`src/modbus_pdu_map.vh`:
```
`ifndef MODBUS_PDU_MAP_VH
`define MODBUS_PDU_MAP_VH

// ----------------------------------------------------------------------------
// Function codes
// ----------------------------------------------------------------------------
`define FC_READ_COILS     8'h01
`define FC_READ_DISCRETE  8'h02
`define FC_READ_HOLDING   8'h03
`define FC_READ_INPUT     8'h04
`define FC_WRITE_COIL     8'h05
`define FC_EXC_FLAG       8'h80

// ----------------------------------------------------------------------------
// Exception codes
// ----------------------------------------------------------------------------
`define EXC_NONE          8'h00
`define EXC_BAD_FUNCTION  8'h01
`define EXC_BAD_ADDRESS   8'h02
`define EXC_BAD_VALUE     8'h03

// ----------------------------------------------------------------------------
// Limits and field values
// ----------------------------------------------------------------------------
`define MAX_BIT_ITEMS     16'h07D0
`define MAX_REG_ITEMS     16'h007D
`define COIL_ON_VALUE     16'hFF00
`define COIL_OFF_VALUE    16'h0000
`define REQ_FIELD_BYTES   3'h5
`define ADDR_SPACE_END    17'h10000

`endif

```
`src/modbus_pdu_server.v`:
```
`timescale 1ns/1ps
`include "modbus_pdu_map.vh"

// ----------------------------------------------------------------------------
// Response FIFO
// ----------------------------------------------------------------------------
module byte_fifo #(
  parameter WIDTH = 9,
  parameter DEPTH = 16,
  parameter AW    = 4
) (
  input  wire             clk_in,
  input  wire             srst_in,
  input  wire             in_valid_in,
  input  wire [WIDTH-1:0] in_data_in,
  output wire             in_ready_out,
  output wire             out_valid_out,
  output wire [WIDTH-1:0] out_data_out,
  input  wire             out_ready_in
);
  reg [WIDTH-1:0] mem [0:DEPTH-1];
  reg [AW-1:0]    wp;
  reg [AW-1:0]    rp;
  reg [AW:0]      count;
  wire            push;
  wire            pop;

  assign in_ready_out  = (count != DEPTH[AW:0]);
  assign out_valid_out = (count != {(AW+1){1'b0}});
  assign out_data_out  = mem[rp];
  assign push          = in_valid_in & in_ready_out;
  assign pop           = out_valid_out & out_ready_in;

  always @(posedge clk_in)
  begin
    if (push)
    begin
      mem[wp] <= in_data_in;
    end
    if (srst_in)
    begin
      wp    <= {AW{1'b0}};
      rp    <= {AW{1'b0}};
      count <= {(AW+1){1'b0}};
    end
    else
    begin
      if (push)
      begin
        wp <= (wp == DEPTH[AW-1:0] - 1'b1) ? {AW{1'b0}} : wp + 1'b1;
      end
      if (pop)
      begin
        rp <= (rp == DEPTH[AW-1:0] - 1'b1) ? {AW{1'b0}} : rp + 1'b1;
      end
      if (push & ~pop)
      begin
        count <= count + 1'b1;
      end
      else if (pop & ~push)
      begin
        count <= count - 1'b1;
      end
    end
  end
endmodule // byte_fifo

// Function
// [RQ1] Bit reads carry code, 2-byte start and 2-byte quantity 1 to 2000.
// [RQ2] Codes 0x01 and 0x02 read coils and discrete inputs, echoed in reply.
// [RQ3] Bit reply gives count (N+7)/8 then packed status bytes, first eight first.
// [RQ4] Unused high bits of the last status byte are zero.
// [RQ5] Lowest address sits in the least significant bit, rising toward the top.
// [RQ6] Failed bit read answers code plus 0x80 and one exception byte.
// [RQ7] Every exception reply carries one code byte from 0x01 to 0x04.
// [RQ8] Codes 0x03 and 0x04 read holding and input registers, echoed.
// [RQ9] Register reads carry 2-byte start and count of at most 125.
// [RQ10] Register reply gives count 2N then words high byte first, ascending.
// [RQ11] Failed register read answers 0x83 or 0x84 and one exception byte.
// [RQ12] Code 0x05 writes one coil; reply echoes code, address and value.
// [RQ13] Client sends 0xFF00 for on and 0x0000 for off.
// [RQ14] Written coil is active when the echoed value is non-zero.
// [RQ15] Failed coil write answers 0x85 and one exception byte.
// [RQ16] Every 2-byte field travels most significant byte first.
// [RQ17] Multi-byte values are big-endian, 0x1234 as 0x12 then 0x34.
// [RQ18] Zero or over-limit quantity gets an exception instead of a reply.
module modbus_pdu_server #(
  parameter FIFO_DEPTH = 16,
  parameter FIFO_AW    = 4
) (
  input  wire        clk_in,
  input  wire        srst_in,
  input  wire        req_valid_in,
  input  wire [7:0]  req_data_in,
  input  wire        req_last_in,
  output wire        req_ready_out,
  output wire        rsp_valid_out,
  output wire [7:0]  rsp_data_out,
  output wire        rsp_last_out,
  input  wire        rsp_ready_in,
  output reg         rd_en_out,
  output reg  [1:0]  rd_space_out,
  output reg  [15:0] rd_addr_out,
  input  wire [15:0] rd_data_in,
  output reg         coil_wr_out,
  output reg  [15:0] coil_addr_out,
  output reg         coil_value_out
);
  // --------------------------------------------------------------------------
  // State encoding
  // --------------------------------------------------------------------------
  localparam S_RX    = 9'h001;
  localparam S_CHK   = 9'h002;
  localparam S_EXC   = 9'h004;
  localparam S_ECHO  = 9'h008;
  localparam S_HDR   = 9'h010;
  localparam S_FETCH = 9'h020;
  localparam S_WAIT  = 9'h040;
  localparam S_GOT   = 9'h080;
  localparam S_PUSH  = 9'h100;

  reg  [8:0]  state;
  reg  [7:0]  fc;
  reg  [15:0] addr;
  reg  [15:0] qty;
  reg  [2:0]  rx_cnt;
  reg  [2:0]  cnt;
  reg  [7:0]  exc;
  reg  [15:0] item;
  reg  [7:0]  acc;
  reg  [2:0]  bpos;
  reg  [15:0] word;
  reg  [7:0]  next_exc;
  reg  [7:0]  push_data;
  reg         push_last;
  wire        push_valid;
  wire        push_ready;
  wire        is_bit;
  wire        is_reg;
  wire [16:0] span_end;
  wire [16:0] bit_bytes;
  wire [15:0] next_item;

  assign is_bit     = (fc == `FC_READ_COILS) | (fc == `FC_READ_DISCRETE);
  assign is_reg     = (fc == `FC_READ_HOLDING) | (fc == `FC_READ_INPUT);
  assign span_end   = {1'b0, addr} + {1'b0, qty};
  assign bit_bytes  = ({1'b0, qty} + 17'h00007) >> 3;
  assign next_item  = item + 16'h0001;
  assign push_valid = (state == S_EXC) | (state == S_ECHO) | (state == S_HDR) | (state == S_PUSH);
  assign req_ready_out = (state == S_RX);

  // --------------------------------------------------------------------------
  // Request checking
  // --------------------------------------------------------------------------
  // Address overflow past the top of the table is reported apart from bad counts.
  always @*
  begin
    // [RQ7] codes stay in range
    next_exc = `EXC_NONE;
    if (~is_bit & ~is_reg & (fc != `FC_WRITE_COIL))
    begin
      next_exc = `EXC_BAD_FUNCTION;
    end
    else if (rx_cnt < `REQ_FIELD_BYTES)
    begin
      next_exc = `EXC_BAD_VALUE;
    end
    // [RQ1] bit count limit
    else if (is_bit & ((qty == 16'h0000) | (qty > `MAX_BIT_ITEMS)))
    begin
      next_exc = `EXC_BAD_VALUE;
    end
    // [RQ18] [RQ9] register count limit
    else if (is_reg & ((qty == 16'h0000) | (qty > `MAX_REG_ITEMS)))
    begin
      next_exc = `EXC_BAD_VALUE;
    end
    // [RQ13] coil value check
    else if ((fc == `FC_WRITE_COIL) & (qty != `COIL_ON_VALUE) & (qty != `COIL_OFF_VALUE))
    begin
      next_exc = `EXC_BAD_VALUE;
    end
    else if ((is_bit | is_reg) & (span_end > `ADDR_SPACE_END))
    begin
      next_exc = `EXC_BAD_ADDRESS;
    end
  end

  // --------------------------------------------------------------------------
  // Response byte selection
  // --------------------------------------------------------------------------
  always @*
  begin
    push_data = 8'h00;
    push_last = 1'b0;
    case (state)
      S_EXC:
      begin
        // [RQ6] [RQ11] [RQ15] flagged code
        push_data = (cnt == 3'h0) ? (fc | `FC_EXC_FLAG) : exc;
        push_last = (cnt == 3'h1);
      end
      S_ECHO:
      begin
        // [RQ12] [RQ16] echo high first
        case (cnt)
          3'h0:    push_data = fc;
          3'h1:    push_data = addr[15:8];
          3'h2:    push_data = addr[7:0];
          3'h3:    push_data = qty[15:8];
          default: push_data = qty[7:0];
        endcase
        push_last = (cnt == 3'h4);
      end
      S_HDR:
      begin
        // [RQ2] [RQ8] [RQ3] [RQ10] code and count
        if (cnt == 3'h0)
        begin
          push_data = fc;
        end
        else if (is_bit)
        begin
          push_data = bit_bytes[7:0];
        end
        else
        begin
          push_data = {qty[6:0], 1'b0};
        end
      end
      S_PUSH:
      begin
        // [RQ10] [RQ17] word high byte first
        if (is_reg)
        begin
          push_data = (cnt == 3'h0) ? word[15:8] : word[7:0];
        end
        else
        begin
          push_data = acc;
        end
        push_last = (item == qty) & (is_bit | (cnt == 3'h1));
      end
      default:
      begin
        push_data = 8'h00;
        push_last = 1'b0;
      end
    endcase
  end

  // --------------------------------------------------------------------------
  // Control
  // --------------------------------------------------------------------------
  always @(posedge clk_in)
  begin
    if (srst_in)
    begin
      state          <= S_RX;
      fc             <= 8'h00;
      addr           <= 16'h0000;
      qty            <= 16'h0000;
      rx_cnt         <= 3'h0;
      cnt            <= 3'h0;
      exc            <= `EXC_NONE;
      item           <= 16'h0000;
      acc            <= 8'h00;
      bpos           <= 3'h0;
      word           <= 16'h0000;
      rd_en_out      <= 1'b0;
      rd_space_out   <= 2'h0;
      rd_addr_out    <= 16'h0000;
      coil_wr_out    <= 1'b0;
      coil_addr_out  <= 16'h0000;
      coil_value_out <= 1'b0;
    end
    else
    begin
      rd_en_out   <= 1'b0;
      coil_wr_out <= 1'b0;
      case (state)
        S_RX:
        begin
          if (req_valid_in)
          begin
            // [RQ16] [RQ17] fields arrive high byte first
            case (rx_cnt)
              3'h0:    fc         <= req_data_in;
              3'h1:    addr[15:8] <= req_data_in;
              3'h2:    addr[7:0]  <= req_data_in;
              3'h3:    qty[15:8]  <= req_data_in;
              3'h4:    qty[7:0]   <= req_data_in;
              default: fc         <= fc;
            endcase
            if (rx_cnt != `REQ_FIELD_BYTES)
            begin
              rx_cnt <= rx_cnt + 3'h1;
            end
            if (req_last_in)
            begin
              state <= S_CHK;
            end
          end
        end
        S_CHK:
        begin
          rx_cnt       <= 3'h0;
          cnt          <= 3'h0;
          item         <= 16'h0000;
          acc          <= 8'h00;
          bpos         <= 3'h0;
          exc          <= next_exc;
          // [RQ18] exception replaces the normal reply
          if (next_exc != `EXC_NONE)
          begin
            state <= S_EXC;
          end
          else if (fc == `FC_WRITE_COIL)
          begin
            // [RQ14] non-zero means active
            coil_wr_out    <= 1'b1;
            coil_addr_out  <= addr;
            coil_value_out <= (qty != 16'h0000);
            state          <= S_ECHO;
          end
          else
          begin
            state <= S_HDR;
          end
        end
        S_EXC, S_ECHO, S_HDR:
        begin
          if (push_ready)
          begin
            cnt <= cnt + 3'h1;
            if (push_last)
            begin
              state <= S_RX;
              cnt   <= 3'h0;
            end
            else if ((state == S_HDR) & (cnt == 3'h1))
            begin
              state <= S_FETCH;
              cnt   <= 3'h0;
            end
          end
        end
        S_FETCH:
        begin
          // [RQ10] [RQ5] ascending addresses
          rd_en_out    <= 1'b1;
          rd_space_out <= fc[1:0] - 2'h1;
          rd_addr_out  <= addr + item;
          state        <= S_WAIT;
        end
        S_WAIT:
        begin
          state <= S_GOT;
        end
        S_GOT:
        begin
          item <= next_item;
          if (is_reg)
          begin
            word  <= rd_data_in;
            state <= S_PUSH;
          end
          else
          begin
            // [RQ5] lowest address in bit 0
            acc  <= acc | ({7'h00, rd_data_in[0]} << bpos);
            bpos <= bpos + 3'h1;
            // [RQ3] eight items per byte
            state <= ((bpos == 3'h7) | (next_item == qty)) ? S_PUSH : S_FETCH;
          end
        end
        S_PUSH:
        begin
          if (push_ready)
          begin
            if (push_last)
            begin
              state <= S_RX;
              cnt   <= 3'h0;
            end
            else if (is_reg & (cnt == 3'h0))
            begin
              cnt <= 3'h1;
            end
            else
            begin
              // [RQ4] fresh byte starts at zero
              acc   <= 8'h00;
              bpos  <= 3'h0;
              cnt   <= 3'h0;
              state <= S_FETCH;
            end
          end
        end
        default:
        begin
          state <= S_RX;
        end
      endcase
    end
  end

  // --------------------------------------------------------------------------
  // Output buffering
  // --------------------------------------------------------------------------
  // A full FIFO stalls byte generation, so a slow drain never loses a reply byte.
  byte_fifo #(
    .WIDTH (9),
    .DEPTH (FIFO_DEPTH),
    .AW    (FIFO_AW)
  ) u_rsp_fifo (
    .clk_in        (clk_in),
    .srst_in       (srst_in),
    .in_valid_in   (push_valid),
    .in_data_in    ({push_last, push_data}),
    .in_ready_out  (push_ready),
    .out_valid_out (rsp_valid_out),
    .out_data_out  ({rsp_last_out, rsp_data_out}),
    .out_ready_in  (rsp_ready_in)
  );
endmodule // modbus_pdu_server

```
`config.mk`:
```
export PLATFORM = sky130hd
export DESIGN_NAME = modbus_pdu_server
export DESIGN_NICKNAME = d
export VERILOG_FILES = /design/src/modbus_pdu_server.v
export VERILOG_INCLUDE_DIRS = /design/src
export SDC_FILE = /design/constraint.sdc
export NUM_CORES = 1
export LEC_CHECK = 0
export ABC_AREA = 1
export BUFFER_PORTS_ARGS = -buffer_cell sky130_fd_sc_hd__buf_2
export CAP_MARGIN = 20
export CORE_UTILIZATION = 55
export DETAILED_ROUTE_END_ITERATION = 10
export PLACE_DENSITY_LB_ADDON = 0.08
export SYNTH_ARGS = -nofsm -noshare
export SYNTH_HDL_FRONTEND = slang
export SYNTH_SLANG_ARGS = --single-unit
export TNS_END_PERCENT = 20
```
`constraint.sdc`:
```
create_clock -name clk_in -period 3.9 [get_ports clk_in]
set_input_delay 0.39 -clock clk_in [delete_from_list [all_inputs] [get_ports clk_in]]
set_output_delay 0.39 -clock clk_in [all_outputs]
set_load 0.03 [all_outputs]
```
==> summary.txt <==
Placed Instance Area -> 16,520 um^2
TritonRoute pass-1 iters -> 6
Area Growth Syn to Fin -> 12.20%
CTS buffer count -> 34
RSZ-0062 raised after global routing -> false
initial antenna violation count -> 1
GR Util All Layers -> 31.11%
Power Density -> 506.2 nW/um^2
largest net degree at the start of global routing -> 63
XOR/XNOR share of the synthesized area -> 2.650%
crit path to -> state[3]
cts hold-fix bufs -> 0
worst r2r dst -> state[3]
Design Area, Final -> 17,640 um^2
main combinational cell family by area after synthesis -> simple AND/OR/NAND/NOR gates
CP max stage delay -> 540 ps
Sum Neg Setup Slack -> 0 ps
number of global-route vias before repair -> 12.34k
worst hold margin -> 98.07 ps
WP data arrival -> 3870 ps
# Post-CTS Setup Buffers -> 0
simple logic cell fraction of the synthesized area -> 20.15%
Setup Skew -> 19.86 ps
Worst setup EP type -> flop
drt total wl -> 44,510 um
Worst EP required -> 4280 ps
layout cells sized above 1 -> 9.871%
largest cells by area after synthesis -> edfxtp_1, dfxtp_1, nand2_1
Max Clk Rate -> 286.6 MHz
Initial Util -> 56.29%
setup slack after placement -> 510.3 ps
port bufs -> 76
clk sinks -> 298
met1 global-route usage -> 45.35%
worst-path fanout max -> 36
GR Util met2 -> 46.98%
clock root buffer -> clkbuf_16
adder-cell area share of the yosys netlist -> 4.918%
count of cell types in the netlist -> 54
Fill cells -> 2,475
cell-internal power -> 6.018 mW
Worst path slowest cell -> a21oi_1
synthesized area per cell -> 8.198 um^2
worst path cell trace -> ha_1, fa_1, nand3_1, nand3_1, nand2_1, nand2_1, nand2_1, nand3_1, nor2_1, nand3_1, o21ai_2, nand4_4, a21oi_1
CTS HTree Levels -> 2
cell taking the most area after synthesis -> edfxtp_1
GR peak layer -> met2
number of synthesized register bits -> 298
Hold WC Path Type -> input pin to flop
most common cell in the synthesized netlist -> nand2_1
switching fraction of total power -> 32.62%
Resize count post-CTS -> 0
DRT iter0 DRCs -> 1,416
# IOs -> 77
# DRC -> 0
maximum vdd ir drop -> 0.4662 mV
Die ar. -> 29,270 um^2
Critical Path Start -> qty[0]
Leak -> 7.640 nW
max_slew headroom -> 32.98%
Clk pwr share -> 35.6%
drt wl/cell -> 18.59 um
Die Width -> 171.1 um
register area -> 7411 um^2
Setup CP Type -> flop to flop
ys async rst share -> 0%
Congestion Overflow GR -> 0
Post-synth top flop -> dfxtp_1
Sequential Power Share -> 40.7%
Mapped Nets -> 2,007
Max-cap violations -> 0
antenna cells -> 0
GRT met3 Usage -> 4.950%
min Tclk post-route -> 3489 ps
sequential fraction of the synthesis area -> 47.11%
routed vias -> 13.45k
Post-DRT Antenna Nets -> 0
top-area cell type share of the netlist area -> 27.50%
combinational share of power -> 23.7%
WHS Path Cells -> 3
Layout Nets -> 2,081
Setup violations, final -> 0
Final HPWL DP -> 31,870 um
Routability Congestion -> 1.002
first-pass GRT wire length -> 69,400 um
Max Root-Sink Buffers -> 3
R2R Path Start -> qty[0]
Chip Height -> 171.1 um
Mapped Area -> 15,720 um^2
mux cell area share after synthesis -> 2.292%
R2R cell count -> 13
flop2flop setup slack -> 410 ps
Tcrit/Tclk final -> 89.46%
worst slew pin tran -> 1002 ps
CTS tree -> yes
crit start category -> flop
Synth top cells by count -> nand2_1, nor2_1, inv_1
max-slew violations -> 0
post-synthesis compound-gate area fraction -> 14.81%
hold violation count in the final report -> 0
Reg clk slew, reported paths -> 60 ps
vias per cell -> 5.619
core area -> 27,930 um^2
most frequent CP cell -> nand3_1
Post-synth EDFFs -> 144
multi-input combinational cell area -> 7047 um^2
row count -> 61
outcome -> complete, no violations
cells after synthesis -> 1,918
Switch Pwr -> 2.914 mW
worst setup margin -> 411.1 ps
number of synthesis warnings -> 0
clock latency on the worst-skew pair -> 520 ps
-- state kept, by name, indices dropped and copies added (netlist names), 5 cells and up, named ones only --
name / flops
acc: 8
addr: 16
coil_addr_out: 16
fc: 8
item: 16
qty: 16
rd_addr_out: 16
state: 9
u_rsp_fifo.count: 5
u_rsp_fifo.mem: 144
word: 16
-- how the worst min path moves through the flow --
| stage | startpoint | to |
|---|---|---|
| 3_3_place_gp | exc[1] | exc[1] |
| 3_5_place_dp | exc[1] | exc[1] |
| 5_1_grt | rd_data_in[2] | word[2] |
| 4_1_cts | rd_data_in[9] | word[9] |
| 6_report | rd_data_in[13] | word[13] |
| 2_1_floorplan | exc[1] | exc[1] |
-- per-stage QoR --
stage / std cells / power [mW] / util [%]
floorplan: 1918 / 5.149 / -
global placement: 2332 / 5.744 / 59.11
detailed placement: 2333 / 5.776 / 59.14
CTS: 2393 / 8.929 / 63.13
global route: 2394 / 9.338 / 63.16
finish: 2394 / 8.931 / 63.16
-- final cells by class --
type                            instances  area share (%)
Tap cell                              378           2.681
Clock buffer                           49           5.603
Multi-Input combinational cell       1291           39.94
Clock inverter                         11          0.7092
Timing Repair Buffer                  106           3.504
Inverter                              261           5.553
Sequential cell                       298           42.01
-- worst max-delay path: cells and delay by family, from the launching register on --
kind | cells | cell delay (ps)
and+or+nand+nor | 9 | 1380
adders and majority gates | 2 | 770
AOI/OAI and AO/OA | 2 | 770
DFF | 1 | 450
-- cell families (layout without fill, tap and decap cells) --
group	count (synthesis)	in the layout
AND/OR/NAND/NOR	759	759
AO/OA/AOI/OAI	390	390
adder cells (fa/ha/maj)	60	60
XOR/XNOR	46	46
flip-flops	298	298
buffers and inverters	329	427
multiplexers	36	36
-- metal layers --
layer  vias up  routed length [um]
li1       6604                   -
met3       102                3598
met1      6177               20540
met2       569               19150
met5         -                   0
met4         0                1218
-- cells in the final DEF (no fill, tap or decap), drive strengths merged, types with 6 or more instances in the layout --
master   count
buf        106
o21ba        8
a211oi      39
inv        257
o211ai      42
ha          57
clkbuf      49
xor2        27
xnor2       18
dfxtp      154
o2111ai      6
nor2       265
nand2      339
nor3        28
mux2i       36
nand3       88
o21ai      139
nand4       25
clkinv      13
edfxtp     144
a21oi      118
o22ai        8
-- power by group through the flow --
stage / Clock, mW / Combinational, mW / Sequential, mW
2_1_floorplan: 0 / 1.59 / 3.56
5_1_grt: 3.32 / 2.36 / 3.65
3_3_place_gp: 0 / 2.05 / 3.69
4_1_cts: 3.21 / 2.09 / 3.63
6_report: 3.18 / 2.12 / 3.64
3_5_place_dp: 0 / 2.08 / 3.70
Power figures use the tool's default switching activity.
